`src/hw/fcts_pkg.sv`:
```
// package: register map, field layout and timing for the timeout supervisor
package fcts_pkg;
    // ==========================================================
    // register byte offsets
    localparam logic [7:0] FCTS_OFF_CTRL = 8'h00;
    localparam logic [7:0] FCTS_OFF_EVENT = 8'h04;
    localparam logic [7:0] FCTS_OFF_STATUS = 8'h08;
    localparam logic [7:0] FCTS_OFF_IRQ_STAT = 8'h0c;
    localparam logic [7:0] FCTS_OFF_IRQ_MASK = 8'h10;
    localparam logic [7:0] FCTS_OFF_CONN_TMO = 8'h14;
    // ==========================================================
    // control register fields
    localparam int FCTS_CTRL_TMO_LSB = 0;
    localparam int FCTS_CTRL_IDLE_BIT = 16;
    localparam int FCTS_CTRL_CONN_LSB = 17;
    localparam int FCTS_CTRL_DROP_BIT = 19;
    localparam logic [15:0] FCTS_TMO_RESET = 16'h0000;
    localparam logic FCTS_IDLE_RESET = 1'b0;
    localparam logic [15:0] FCTS_TMO_NEVER = 16'hffff;
    // event register bits (write one to signal)
    localparam int FCTS_EV_ASSEMBLY = 0;
    localparam int FCTS_EV_RUN_FIRST = 1;
    localparam int FCTS_EV_RUN_SECOND = 2;
    localparam int FCTS_EV_NET_CTRL = 3;
    localparam int FCTS_EV_NET_REF = 4;
    localparam int FCTS_EV_FAULT_CLR = 5;
    localparam int FCTS_EV_SPEED_REF = 6;
    localparam int FCTS_EV_TORQUE_REF = 7;
    localparam int FCTS_EV_SUP_RESET = 8;
    localparam int FCTS_EV_FORCE_FAULT = 9;
    localparam int FCTS_EV_IDLE = 10;
    localparam int FCTS_EV_RUN_NOTE = 11;
    localparam int FCTS_EV_CONN_EXPIRE = 12;
    localparam int FCTS_EV_WIDTH = 13;
    // interrupt bits (status register shares lost and timeout at bits 0 and 1 only)
    localparam int FCTS_IRQ_LOST = 0;
    localparam int FCTS_IRQ_TIMEOUT = 1;
    localparam int FCTS_IRQ_IDLE = 2;
    localparam int FCTS_IRQ_WIDTH = 3;
    // ==========================================================
    // connection kinds
    typedef enum logic [1:0] {
        FCTS_CONN_IO,
        FCTS_CONN_CONNECTED,
        FCTS_CONN_UNCONNECTED,
        FCTS_CONN_NONE
    } fcts_conn_e;
    // ==========================================================
    // timing: 100 ms supervision tick at 50 MHz
    localparam int FCTS_CLK_HZ = 50_000_000;
    localparam int FCTS_TICK_MS = 100;
    localparam int FCTS_TICK_CYCLES = FCTS_CLK_HZ / 1000 * FCTS_TICK_MS;
endpackage : fcts_pkg

```
`src/hw/fcts_supervisor.sv`:
```
// top: fieldbus control timeout supervisor with axi4-lite registers
//
// Contract
// RL1 - cyclic, connected-zero use connection timeout
// RL2 - watchdog action may alter connection expiry
// RL3 - explicit: value times 100ms, 65535 never
// RL4 - unconnected with zero always timed out
// RL5 - assembly, control bit, reference writes restart
// RL6 - supervisor object reset restarts supervision
// RL7 - force fault write restarts supervision
// RL8 - expiry asserts communication lost to drive
// RL9 - accept run/idle, idle action default zero
// RL10 - idle action zero: idle means comm lost
// RL11 - idle action one: idle keeps comm up
// RL12 - value governs unconnected, dropped connected only
// RL13 - 100ms prescaler, counter cleared on events
// RL14 - lost holds until event or run note
//
// Design decisions made here: the register addresses and register access over AXI4-Lite.
module fcts_supervisor
    import fcts_pkg::*;
#(
    parameter int TICK_CYCLES = FCTS_TICK_CYCLES
) (
    input wire logic aclk,
    input wire logic aresetn,
    input wire logic [7:0] s_axi_awaddr,
    input wire logic s_axi_awvalid,
    output logic s_axi_awready,
    input wire logic [31:0] s_axi_wdata,
    input wire logic [3:0] s_axi_wstrb,
    input wire logic s_axi_wvalid,
    output logic s_axi_wready,
    output logic [1:0] s_axi_bresp,
    output logic s_axi_bvalid,
    input wire logic s_axi_bready,
    input wire logic [7:0] s_axi_araddr,
    input wire logic s_axi_arvalid,
    output logic s_axi_arready,
    output logic [31:0] s_axi_rdata,
    output logic [1:0] s_axi_rresp,
    output logic s_axi_rvalid,
    input wire logic s_axi_rready,
    output logic comm_lost,
    output logic irq
);
    // ==========================================================
    // write channel capture: address and data in either order
    logic aw_held_q, w_held_q;
    logic [7:0] awaddr_q;
    logic [31:0] wdata_q;
    logic [3:0] wstrb_q;
    wire aw_take = s_axi_awvalid && s_axi_awready;
    wire w_take = s_axi_wvalid && s_axi_wready;
    wire wr_fire = aw_held_q && w_held_q && !s_axi_bvalid;

    always_ff @(posedge aclk) begin
        if (!aresetn) begin
            aw_held_q <= 1'b0;
            awaddr_q <= 8'h00;
        end else if (aw_take) begin
            aw_held_q <= 1'b1;
            awaddr_q <= s_axi_awaddr;
        end else if (wr_fire) begin
            aw_held_q <= 1'b0;
        end
    end

    always_ff @(posedge aclk) begin
        if (!aresetn) begin
            w_held_q <= 1'b0;
            wdata_q <= 32'h0000_0000;
            wstrb_q <= 4'h0;
        end else if (w_take) begin
            w_held_q <= 1'b1;
            wdata_q <= s_axi_wdata;
            wstrb_q <= s_axi_wstrb;
        end else if (wr_fire) begin
            w_held_q <= 1'b0;
        end
    end

    // each ready only while its own channel holds nothing; one write in flight at a time
    always_ff @(posedge aclk) begin
        if (!aresetn) begin
            s_axi_awready <= 1'b0;
            s_axi_wready <= 1'b0;
        end else begin
            s_axi_awready <= !aw_held_q && !aw_take && !s_axi_awready;
            s_axi_wready <= !w_held_q && !w_take && !s_axi_wready;
        end
    end

    // ==========================================================
    // write decode
    wire wa_ctrl = (awaddr_q == FCTS_OFF_CTRL);
    wire wa_event = (awaddr_q == FCTS_OFF_EVENT);
    wire wa_stat = (awaddr_q == FCTS_OFF_IRQ_STAT);
    wire wa_mask = (awaddr_q == FCTS_OFF_IRQ_MASK);
    wire wa_conn = (awaddr_q == FCTS_OFF_CONN_TMO);
    wire wa_ro = (awaddr_q == FCTS_OFF_STATUS);
    wire wa_ok = wa_ctrl | wa_event | wa_stat | wa_mask | wa_conn | wa_ro;
    wire wr_ctrl = wr_fire && wa_ctrl;
    wire wr_event = wr_fire && wa_event;

    always_ff @(posedge aclk) begin
        if (!aresetn) begin
            s_axi_bvalid <= 1'b0;
            s_axi_bresp <= 2'b00;
        end else if (wr_fire) begin
            s_axi_bvalid <= 1'b1;
            s_axi_bresp <= wa_ok ? 2'b00 : 2'b10;
        end else if (s_axi_bready) begin
            s_axi_bvalid <= 1'b0;
        end
    end

    // ==========================================================
    // configuration: timeout value, idle action, connection kind
    logic [15:0] tmo_q;
    logic idle_act_q; // see RL9
    logic [1:0] conn_q;
    logic drop_q;
    logic [15:0] conn_tmo_q;

    always_ff @(posedge aclk) begin
        if (!aresetn) begin
            tmo_q <= FCTS_TMO_RESET;
            idle_act_q <= FCTS_IDLE_RESET; // see RL9
            conn_q <= FCTS_CONN_NONE;
            drop_q <= 1'b0;
        end else if (wr_ctrl) begin
            if (wstrb_q[0]) tmo_q[7:0] <= wdata_q[7:0];
            if (wstrb_q[1]) tmo_q[15:8] <= wdata_q[15:8];
            if (wstrb_q[2]) begin
                idle_act_q <= wdata_q[FCTS_CTRL_IDLE_BIT];
                conn_q <= wdata_q[FCTS_CTRL_CONN_LSB +: 2];
                drop_q <= wdata_q[FCTS_CTRL_DROP_BIT];
            end
        end
    end

    // rpi times multiplier, in ticks, computed by the stack
    always_ff @(posedge aclk) begin
        if (!aresetn) begin
            conn_tmo_q <= 16'h0000;
        end else if (wr_fire && wa_conn) begin
            if (wstrb_q[0]) conn_tmo_q[7:0] <= wdata_q[7:0];
            if (wstrb_q[1]) conn_tmo_q[15:8] <= wdata_q[15:8];
        end
    end

    // ==========================================================
    // event decode from the event register
    wire [FCTS_EV_WIDTH-1:0] ev = wr_event ? wdata_q[FCTS_EV_WIDTH-1:0]
                                           : '0;
    wire ev_ctrl = |ev[FCTS_EV_TORQUE_REF:FCTS_EV_ASSEMBLY]; // see RL5
    wire ev_obj = ev[FCTS_EV_SUP_RESET] | ev[FCTS_EV_FORCE_FAULT]; // see RL6
    wire ev_force = ev[FCTS_EV_FORCE_FAULT]; // see RL7
    wire control_event = ev_ctrl | ev_obj | ev_force;
    wire ev_idle = ev[FCTS_EV_IDLE];
    wire ev_run = ev[FCTS_EV_RUN_NOTE];
    wire ev_conn_exp = ev[FCTS_EV_CONN_EXPIRE];

    // ==========================================================
    // timeout source selection
    wire is_io = (conn_q == FCTS_CONN_IO);
    wire is_conn = (conn_q == FCTS_CONN_CONNECTED);
    wire is_unconn = (conn_q == FCTS_CONN_UNCONNECTED);
    wire tmo_zero = (tmo_q == 16'h0000);
    wire tmo_never = (tmo_q == FCTS_TMO_NEVER);
    // value governs unconnected, and connected only when dropped
    wire use_value = is_unconn || (is_conn && drop_q); // see RL12
    // cyclic, or connected with zero, use the connection timeout
    wire use_conn = is_io || (is_conn && (tmo_zero || !drop_q)); // see RL1
    wire [15:0] limit = use_conn ? conn_tmo_q : tmo_q; // see RL1
    wire cnt_en = (use_conn && conn_tmo_q != 16'h0000)
               || (use_value && !tmo_zero && !tmo_never); // see RL3
    wire always_out = is_unconn && tmo_zero; // see RL4

    // ==========================================================
    // 100 ms tick and supervision counter
    logic tick;
    logic expired;

    fcts_prescaler #(
        .TICK_CYCLES(TICK_CYCLES)
    ) u_presc (
        .aclk(aclk),
        .aresetn(aresetn),
        .restart(control_event), // see RL13
        .tick(tick)
    );

    fcts_timeout_counter u_count (
        .aclk(aclk),
        .aresetn(aresetn),
        .clear(control_event || wr_ctrl), // see RL13
        .tick(tick),
        .limit(limit),
        .enable(cnt_en),
        .expired(expired)
    );

    // ==========================================================
    // communication-lost level
    // watchdog action reported by the stack overrides connection expiry
    wire conn_expire = use_conn && ev_conn_exp; // see RL2
    wire lose_idle = ev_idle && !idle_act_q; // see RL10
    // a control event clears the counter, so expiry seen with it is stale
    wire expire_now = expired && !control_event; // see RL14
    wire lose = expire_now || always_out || conn_expire
             || lose_idle; // see RL8
    wire regain = control_event || (ev_run && !always_out); // see RL14
    logic idle_lost_q;

    always_ff @(posedge aclk) begin
        if (!aresetn) begin
            comm_lost <= 1'b0;
        end else if (lose) begin
            comm_lost <= 1'b1; // see RL8
        end else if (regain) begin
            comm_lost <= 1'b0; // see RL14
        end
    end
    // online idle leaves comm_lost untouched: see RL11
    always_ff @(posedge aclk) begin
        if (!aresetn) begin
            idle_lost_q <= 1'b0;
        end else begin
            idle_lost_q <= lose_idle;
        end
    end

    // ==========================================================
    // sticky interrupt status, write one to clear, set wins
    logic [FCTS_IRQ_WIDTH-1:0] stat_q, mask_q;
    wire [FCTS_IRQ_WIDTH-1:0] stat_set = {ev_idle, expired, lose};
    wire [FCTS_IRQ_WIDTH-1:0] stat_clr = (wr_fire && wa_stat && wstrb_q[0])
        ? wdata_q[FCTS_IRQ_WIDTH-1:0] : '0;

    always_ff @(posedge aclk) begin
        if (!aresetn) begin
            stat_q <= '0;
            mask_q <= '0;
            irq <= 1'b0;
        end else begin
            stat_q <= (stat_q & ~stat_clr) | stat_set;
            if (wr_fire && wa_mask && wstrb_q[0])
                mask_q <= wdata_q[FCTS_IRQ_WIDTH-1:0];
            irq <= |(((stat_q & ~stat_clr) | stat_set) & mask_q);
        end
    end

    // ==========================================================
    // read channel
    wire ar_take = s_axi_arvalid && s_axi_arready;
    wire [31:0] rd_ctrl = {12'h000, drop_q, conn_q, idle_act_q, tmo_q};
    wire [31:0] rd_status = {28'h0, idle_lost_q, always_out, expired,
                             comm_lost};
    wire ra_ok = (s_axi_araddr == FCTS_OFF_CTRL)
              || (s_axi_araddr == FCTS_OFF_EVENT)
              || (s_axi_araddr == FCTS_OFF_STATUS)
              || (s_axi_araddr == FCTS_OFF_IRQ_STAT)
              || (s_axi_araddr == FCTS_OFF_IRQ_MASK)
              || (s_axi_araddr == FCTS_OFF_CONN_TMO);
    wire [31:0] rd_mux =
        (s_axi_araddr == FCTS_OFF_CTRL) ? rd_ctrl :
        (s_axi_araddr == FCTS_OFF_STATUS) ? rd_status :
        (s_axi_araddr == FCTS_OFF_IRQ_STAT) ? {29'h0, stat_q} :
        (s_axi_araddr == FCTS_OFF_IRQ_MASK) ? {29'h0, mask_q} :
        (s_axi_araddr == FCTS_OFF_CONN_TMO) ? {16'h0, conn_tmo_q} :
        32'h0000_0000;

    always_ff @(posedge aclk) begin
        if (!aresetn) begin
            s_axi_arready <= 1'b0;
        end else begin
            s_axi_arready <= !s_axi_rvalid && !ar_take && !s_axi_arready;
        end
    end

    always_ff @(posedge aclk) begin
        if (!aresetn) begin
            s_axi_rvalid <= 1'b0;
            s_axi_rdata <= 32'h0000_0000;
            s_axi_rresp <= 2'b00;
        end else if (ar_take) begin
            s_axi_rvalid <= 1'b1;
            s_axi_rdata <= rd_mux;
            s_axi_rresp <= ra_ok ? 2'b00 : 2'b10;
        end else if (s_axi_rready) begin
            s_axi_rvalid <= 1'b0;
        end
    end

    // ==========================================================
    // checks
    chk_idle_offline: assert property (@(posedge aclk) disable iff (!aresetn)
        lose_idle |=> comm_lost) // see RL10
        else $error("offline idle did not raise comm_lost");
    chk_idle_online: assert property (@(posedge aclk) disable iff (!aresetn)
        (ev_idle && idle_act_q && !comm_lost && !lose) |=> !comm_lost) // see RL11
        else $error("online idle raised comm_lost");
    chk_expire_lost: assert property (@(posedge aclk) disable iff (!aresetn)
        (expired && !control_event) |=> comm_lost) // see RL8
        else $error("expiry without comm_lost");
    chk_unconn_zero: assert property (@(posedge aclk) disable iff (!aresetn)
        always_out |=> comm_lost) // see RL4
        else $error("unconnected zero not timed out");
    chk_event_clears: assert property (@(posedge aclk) disable iff (!aresetn)
        control_event |=> !expired) // see RL5
        else $error("event did not clear supervision");
    chk_objreset_ev: assert property (@(posedge aclk) disable iff (!aresetn)
        ev[FCTS_EV_SUP_RESET] |-> control_event) // see RL6
        else $error("supervisor reset not an event");
    chk_force_ev: assert property (@(posedge aclk) disable iff (!aresetn)
        ev[FCTS_EV_FORCE_FAULT] |-> control_event) // see RL7
        else $error("force fault not an event");
    chk_never_tmo: assert property (@(posedge aclk) disable iff (!aresetn)
        (use_value && tmo_never && !use_conn) |-> !cnt_en) // see RL3
        else $error("65535 still counts");
    chk_conn_src: assert property (@(posedge aclk) disable iff (!aresetn)
        is_io |-> (limit == conn_tmo_q)) // see RL1
        else $error("cyclic not on connection timeout");
    chk_regain: assert property (@(posedge aclk) disable iff (!aresetn)
        (comm_lost && regain && !lose) |=> !comm_lost) // see RL14
        else $error("comm_lost not released");
    chk_idle_reset: assert property (@(posedge aclk)
        $rose(aresetn) |-> !idle_act_q) // see RL9
        else $error("idle action reset not zero");
endmodule : fcts_supervisor

```
`src/hw/fcts_prescaler.sv`:
```
// prescaler: one-cycle enable pulse every tick period
module fcts_prescaler
    import fcts_pkg::*;
#(
    parameter int TICK_CYCLES = FCTS_TICK_CYCLES
) (
    input wire logic aclk,
    input wire logic aresetn,
    input wire logic restart,
    output logic tick
);
    // ==========================================================
    // counter
    logic [22:0] cnt_q;
    wire at_end = (cnt_q == 23'(TICK_CYCLES - 1));

    // restart realigns the phase so a full period follows each event
    always_ff @(posedge aclk) begin
        if (!aresetn || restart || at_end) begin
            cnt_q <= '0;
        end else begin
            cnt_q <= cnt_q + 23'h1;
        end
    end

    always_ff @(posedge aclk) begin
        if (!aresetn) begin
            tick <= 1'b0;
        end else begin
            tick <= at_end && !restart;
        end
    end
endmodule : fcts_prescaler

```
`src/hw/fcts_timeout_counter.sv`:
```
// timeout counter: counts ticks since last event, flags expiry
module fcts_timeout_counter (
    input wire logic aclk,
    input wire logic aresetn,
    input wire logic clear,
    input wire logic tick,
    input wire logic [15:0] limit,
    input wire logic enable,
    output logic expired
);
    // ==========================================================
    // tick count, saturates at the limit
    logic [15:0] cnt_q;
    wire reached = (cnt_q >= limit);

    always_ff @(posedge aclk) begin
        if (!aresetn || clear) begin
            cnt_q <= '0;
        end else if (tick && enable && !reached) begin
            cnt_q <= cnt_q + 16'h1;
        end
    end

    // expiry is a level while the count sits at the limit
    always_ff @(posedge aclk) begin
        if (!aresetn || clear) begin
            expired <= 1'b0;
        end else begin
            expired <= enable && reached;
        end
    end
endmodule : fcts_timeout_counter

```
`config.mk`:
```
export PLATFORM = sky130hd
export DESIGN_NAME = fcts_supervisor
export DESIGN_NICKNAME = d
export VERILOG_FILES = /design/src/hw/fcts_pkg.sv /design/src/hw/fcts_supervisor.sv /design/src/hw/fcts_prescaler.sv /design/src/hw/fcts_timeout_counter.sv
export SDC_FILE = /design/constraint.sdc
export NUM_CORES = 1
export LEC_CHECK = 0
export BUFFER_PORTS_ARGS = -buffer_cell sky130_fd_sc_hd__buf_2
export CORE_MARGIN = 1.5
export CORE_UTILIZATION = 50
export DETAILED_ROUTE_END_ITERATION = 16
export GPL_ROUTABILITY_DRIVEN = 1
export PLACE_DENSITY = 0.81
export SETUP_SLACK_MARGIN = 0.3
export SLEW_MARGIN = 30
export SYNTH_ARGS = -nofsm -noshare
export SYNTH_HDL_FRONTEND = slang
export SYNTH_SLANG_ARGS = --single-unit
```
`constraint.sdc`:
```
create_clock -name aclk -period 9.6 [get_ports aclk]
set_input_delay 1.92 -clock aclk [delete_from_list [all_inputs] [get_ports aclk]]
set_output_delay 1.92 -clock aclk [all_outputs]
set_load 0.005 [all_outputs]
```
Yosys cells after proc, flatten, opt, wreduce, memory -nomap -nowiden
Cells that the tools add are included.

Output and inout port bits: 43. Input bits: 59. Flip-flop bits (word level): 160. Word-level logic and storage cells: 161.

Reduce and logical (&&, ||, !) cells: 84. Add/subtract/negate cells: 2. Eq/ne operators: 14. Bitwise logic cells: 12. $lt $le $gt $ge: 1. Muxes and demuxes: 19.

Operator list (count): $mux W16 (5); $eq A8 B4 Y1 const B (4); $eq A8 B5 Y1 const B (4); $logic_and A1 B1 Y1 (32); $add A23 B1 Y23 const B (1); $eq A23 B23 Y1 const B (1); $mux W20 (1); $logic_not A1 Y1 (18); $logic_or A1 B1 Y1 (17); $add A16 B1 Y16 const B (1); $eq A16 B16 Y1 const B (1); $eq A8 B3 Y1 const B (2); $ge A16 B16 Y1 (1); $logic_not A16 Y1 (1); $logic_not A8 Y1 (2); $reduce_bool A16 Y1 (1); $mux W13 (1); $reduce_and A2 Y1 (5); $reduce_bool A2 Y1 (5); $mux W1 (9); $or A1 B1 Y1 (8); $reduce_or A8 Y1 (1); $and A3 B3 Y3 (2); $mux W2 (2); other kinds (7) (7).

Depth between registers and ports, before layout
Depth after elaboration: 15. Gate-level depth with buffers: 15. Mapped depth without buffers: 11.

Cells and area by module
From an unflattened synthesis, not the netlist that was laid out.

Cells, all modules: 837. Area, all modules: 7045.5 sq um.

Modules (own cells, without submodules): fcts_supervisor (times used 1, area an instance 4625.7 sq um, cells each 555, sequential area each 2102.0 sq um); fcts_timeout_counter (times used 1, area an instance 1223.7 sq um, cells each 148, sequential area each 340.3 sq um); fcts_prescaler (times used 1, area an instance 1196.1 sq um, cells each 134, sequential area each 480.5 sq um).

Worst setup path after synthesis
Ideal clock, no wire load.

Path kind: register to register. From: register tmo_q[7]. To: register u_count.cnt_q[14]. Clock period less this slack: 3737 ps. Data arrival time: 3671 ps. Data required time: 9534 ps. Library setup time: 66 ps. Buffers on the path: 3. Setup slack: 5863 ps. Stages on the path, launching flop included: 15. Cell sequence: dfxtp_1 nor4_1 a41oi_1 nor2_1 buf_2 mux2i_1 ha_1 a21oi_1 o21a_1 nor3_1 or3_1 buf_6 buf_6 or4_4 a21oi_2.

Longest elaborated chain between the ends: 8. Elaborated cells on any way between the ends: 16. Classes of those cells: 1 x order compare; 1 x eq/ne; 1 x mux; 13 x reduce/logical.

RTL lines: start: declaration (line fcts_supervisor.sv:120) `logic [15:0] tmo_q;`; start signal: assignment (line fcts_supervisor.sv:133) `if (wstrb_q[0]) tmo_q[7:0] <= wdata_q[7:0];`; $logic_not A16 Y1 (line fcts_supervisor.sv:170) `wire tmo_zero = (tmo_q == 16'h0000);`; $logic_or A1 B1 Y1 (line fcts_supervisor.sv:175) `wire use_conn = is_io || (is_conn && (tmo_zero || !drop_q));`; $logic_and A1 B1 Y1 (line fcts_supervisor.sv:175); $logic_or A1 B1 Y1 (line fcts_supervisor.sv:175); $mux W16 or $logic_and A1 B1 Y1 (tied branches) (line fcts_supervisor.sv:176, fcts_supervisor.sv:177); $ge A16 B16 Y1 or $logic_or A1 B1 Y1 (tied branches) (line fcts_timeout_counter.sv:14, fcts_supervisor.sv:178); $logic_not A1 Y1 or $logic_and A1 B1 Y1 (tied branches) (line fcts_timeout_counter.sv:19) `end else if (tick && enable && !reached) begin`; $logic_and A1 B1 Y1 (*) (line fcts_timeout_counter.sv:19); end signal: assignment (line fcts_timeout_counter.sv:20) `cnt_q <= cnt_q + 16'h1;`; end: declaration (line fcts_timeout_counter.sv:13) `logic [15:0] cnt_q;`.

Every way passes the cells marked *; elsewhere a longest branch is shown, timed or not. A chain may end at the register's enable or synchronous reset.

Worst setup path after layout
From: register tmo_q[11]. To: register u_count.cnt_q[14].

Same word-level chain as after synthesis.

==> flow_metrics.env <==
export IMPL_timing_critical_path_cells="nor4_1, a41oi_1, nor2_1, buf_4, mux2i_1, ha_1, nand4_1, or4_1, a31oi_1, or3_1, or4_4, a21oi_2"
export IMPL_netlist_cell_type_count=61
export IMPL_arrival_time_of_the_worst_setup_path_ns=4.64
export IMPL_r2r_start="tmo_q[11]"
export IMPL_number_of_post_cts_setup_repair_buffers=0
export IMPL_synthFlopType="sky130_fd_sc_hd__dfxtp_1"
export IMPL_cts_path_max_buffers=2
export IMPL_drive_gt1_frac=0.1449
export IMPL_postRouteAntennaNets=0
export IMPL_detail_route_drc_violations=0
export IMPL_number_of_cells_traversed_by_the_worst_hold_path=1
export IMPL_irDropWorstVdd_mv=0.1174
export IMPL_antenna_cells=0
export IMPL_tritoncts="yes"
export IMPL_async_reset_ff_frac=0
export IMPL_drt_total_wl_mm=15.55
export IMPL_rows=43
export IMPL_grt_first_pass_wirelength_mm=25.05
export IMPL_slew_headroom=0.4212
export IMPL_num_fill_cells=1261
export IMPL_final_period_minus_worst_setup_slack_ns=4.347
export IMPL_slowest_delay_ns=0.72
export IMPL_route_detailed_vias_per_inst=5.645
export IMPL_synth_enable_flop_cells=0
export IMPL_cts_hold_repair_buffers=0
export IMPL_worst_r2r_setup_slack_ns=5.25
export IMPL_max_slew_worst_pin_slew_ns=0.8682
export IMPL_fin_skew_ns=0.005114
export IMPL_cts_buffers_inserted=17
export IMPL_dr_total_vias=5769
export IMPL_finish_net_count=906
export IMPL_chipHeight_um=121.2
export IMPL_die_width_um=121.2
export IMPL_timing_final_crit_share=0.4528
export IMPL_area_growth_from_synthesis_to_layout_pct=14.03
export IMPL_start_kind="flip-flop"
export IMPL_synth_seq_area_share=0.4185
export IMPL_cts_repair_resize_count=0
export IMPL_hold_class="reg -> reg"
export IMPL_startpoint_of_the_tightest_hold_check_path="s_axi_rvalid"
export IMPL_timing_hold_violations_final=0
export IMPL_antenna_found_initial=0
export IMPL_rsz0062_at_grt="no"
export IMPL_placement_cell_area_um2=7367
export IMPL_numClockSinks=146
export IMPL_grt_pass1_vias=5221
export IMPL_final_cells=1022
export IMPL_holdPathEnd="s_axi_arready"
export IMPL_globalRoute_totalOverflow=0
export IMPL_pins_over_slew_limit=0
export IMPL_yosysWarnings=0
export IMPL_synth_area_um2=6984
export IMPL_die_area_um2=14690
export IMPL_design_core_area_um2=13770
export IMPL_numPlacedInstances=990
export IMPL_worstSetupEndpointType="flip-flop"
export IMPL_worstSkewPairLatency_ns=0.43
export IMPL_cellLeakagePower_nw=3.120
export IMPL_final_setup_viol_count=0
export IMPL_clock_fmax_ghz=0.2300
export IMPL_reg2regPathDepth=12
export IMPL_postSynthAreaPerCell_um2=9.035
export IMPL_outcome="completed"
export IMPL_design_portCount=102
export IMPL_route_detailed_wl_per_inst_um=15.22
export IMPL_critical_path_slowest_cell="sky130_fd_sc_hd__or3_1"
export IMPL_global_route_usage_total=0.2181
export IMPL_detailed_place_hpwl_mm=10.90
export IMPL_clock_root_buffer="sky130_fd_sc_hd__clkbuf_16"
export IMPL_mostFrequentLayoutCell="sky130_fd_sc_hd__dfxtp_1"
export IMPL_fin_hold_ws_ns=0.4406
export IMPL_start_util=0.5071
export IMPL_initial_detailed_routing_violation_count=434
export IMPL_critical_path_class="reg -> reg"
export IMPL_setup_tns_final_ns=0
export IMPL_reg2reg_to="u_count.cnt_q[14]"
export IMPL_crit_required_ns=9.89
export IMPL_power_density_cell_area_nw_per_um2=167.9
export IMPL_pin_count_of_the_biggest_net_entering_global_routing=108
export IMPL_max_cap_violations=0
export IMPL_postSynthCellCount=773
export IMPL_layout_common_cells="sky130_fd_sc_hd__dfxtp_1 (146), sky130_fd_sc_hd__nand2_1 (106), sky130_fd_sc_hd__buf_2 (74)"
export IMPL_clk_pin_slew_ns=0.06
export IMPL_yosys_register_bits=146
export IMPL_cts_htree_levels=4
export IMPL_worst_path_max_fanout=28
export IMPL_area_of_all_placed_cells_without_fillers_um2=7964
export IMPL_first_pass_iters=7
export IMPL_total_power_w=0.001337
export IMPL_finalWeightedCongestion=0.8681
export IMPL_place_port_buffers=74
## registers in the layout (all words and copies together), names as in the netlist, 2 cells and up
signal,count
tmo_q,16
awaddr_q,8
wstrb_q,3
wdata_q,20
u_presc.cnt_q,23
s_axi_rdata,20
conn_q,2
mask_q,3
conn_tmo_q,16
stat_q,3
u_count.cnt_q,16
## synthesized netlist by cell type (3+ instances only)
cell / count / area (um^2)
sky130_fd_sc_hd__dfxtp_1: 146 / 2923
sky130_fd_sc_hd__nand2_1: 106 / 397.9
sky130_fd_sc_hd__mux2i_1: 56 / 560.5
sky130_fd_sc_hd__nor2b_1: 49 / 306.5
sky130_fd_sc_hd__a21boi_0: 38 / 285.3
sky130_fd_sc_hd__nor2_1: 36 / 135.1
sky130_fd_sc_hd__clkbuf_1: 30 / 112.6
sky130_fd_sc_hd__a21oi_1: 26 / 130.1
sky130_fd_sc_hd__nand3_1: 23 / 115.1
sky130_fd_sc_hd__a22oi_1: 19 / 142.6
sky130_fd_sc_hd__ha_1: 18 / 225.2
sky130_fd_sc_hd__nor4_1: 17 / 106.4
sky130_fd_sc_hd__buf_4: 14 / 105.1
sky130_fd_sc_hd__nand4_1: 14 / 87.58
sky130_fd_sc_hd__or4_1: 14 / 105.1
sky130_fd_sc_hd__xor2_1: 13 / 113.9
sky130_fd_sc_hd__inv_1: 12 / 45.04
sky130_fd_sc_hd__a21boi_1: 11 / 82.58
sky130_fd_sc_hd__o31ai_1: 11 / 82.58
sky130_fd_sc_hd__and2_1: 9 / 56.30
sky130_fd_sc_hd__o21ai_0: 9 / 45.04
sky130_fd_sc_hd__xnor2_1: 8 / 70.07
sky130_fd_sc_hd__and3_1: 7 / 43.79
sky130_fd_sc_hd__nor3b_1: 7 / 52.55
sky130_fd_sc_hd__and4_1: 6 / 52.55
sky130_fd_sc_hd__nor3_1: 5 / 25.02
sky130_fd_sc_hd__or3_1: 5 / 31.28
sky130_fd_sc_hd__a22o_1: 4 / 35.03
sky130_fd_sc_hd__buf_2: 4 / 20.02
sky130_fd_sc_hd__buf_6: 4 / 45.04
sky130_fd_sc_hd__nand2b_1: 4 / 25.02
sky130_fd_sc_hd__o21a_1: 4 / 30.03
sky130_fd_sc_hd__a211oi_1: 3 / 22.52
sky130_fd_sc_hd__nand3b_1: 3 / 22.52
sky130_fd_sc_hd__nor4b_1: 3 / 26.28
sky130_fd_sc_hd__o21ai_1: 3 / 15.01
## stage by stage
stage | worst slack (ns) | util
after floorplan | 5.863 | -
after global placement | 5.221 | 0.5344
after detailed placement | 5.437 | 0.5349
after CTS | 5.336 | 0.5776
after global routing | 5.017 | 0.5782
final | 5.253 | 0.5782
## layer usage
| layer | global-route usage | vias to the layer above | part of all wire |
|---|---|---|---|
| li1 | - | 2850 | - |
| met1 | 0.2888 | 2742 | 0.45 |
| met2 | 0.3473 | 152 | 0.48 |
| met3 | 0.04840 | 25 | 0.056 |
| met4 | 0.08382 | 0 | 0.017 |
| met5 | 0 | - | 0 |
## kinds of logic (layout without fill, tap and decap cells)
| family | count (synthesis) | count (layout) | synth area share |
|---|---|---|---|
| adders and majority gates | 18 | 18 | 0.03225 |
| and+or+nand+nor | 323 | 323 | 0.2488 |
| xor gates and xnor gates | 21 | 21 | 0.02634 |
| DFF | 146 | 146 | 0.4185 |
| other | 1 | 14 | 0.0005369 |
| muxes | 58 | 58 | 0.08402 |
| buffers and inverters | 64 | 120 | 0.04694 |
| AOI/OAI and AO/OA | 142 | 142 | 0.1426 |
## power breakdown
group | internal, W | total, W | switching [W]
clock network | 0.000396 | 0.000654 | 0.000258
registers | 0.000616 | 0.000627 | 0.0000117
logic | 0.0000242 | 0.0000560 | 0.0000318
total | 0.00104 | 0.00134 | 0.000301
## worst max-delay path by stage
stage | startpoint | endpoint | slack, ns | cells after the start
2_1_floorplan | tmo_q[7] | u_count.cnt_q[14] | 5.86 | 14
3_3_place_gp | s_axi_arvalid | s_axi_rdata[8] | 5.22 | 6
3_5_place_dp | tmo_q[11] | u_count.cnt_q[15] | 5.44 | 12
4_1_cts | tmo_q[11] | u_count.cnt_q[15] | 5.34 | 12
5_1_grt | tmo_q[11] | u_count.cnt_q[14] | 5.02 | 12
6_report | tmo_q[11] | u_count.cnt_q[14] | 5.25 | 12
## area by class of cell
| type | instances | area (um^2) | share of cell area |
|---|---|---|---|
| Clock buffer | 20 | 456.7 | 0.05734 |
| Multi-Input combinational cell | 576 | 3797 | 0.4768 |
| Timing Repair Buffer | 76 | 385.4 | 0.04839 |
| Tap cell | 180 | 225.2 | 0.02828 |
| Sequential cell | 146 | 2923 | 0.3670 |
| Inverter | 12 | 45.04 | 0.005656 |
| Clock inverter | 12 | 131.4 | 0.01650 |
## critical path, delay by kind of cell (launching register included)
family / cells / cell delay (ns)
AOI/OAI and AO/OA: 3 / 0.58
adders and majority gates: 1 / 0.20
buffers and inverters: 1 / 0.29
DFF: 1 / 0.34
muxes: 1 / 0.30
and+or+nand+nor: 6 / 2.49
Power figures use the tool's default switching activity.
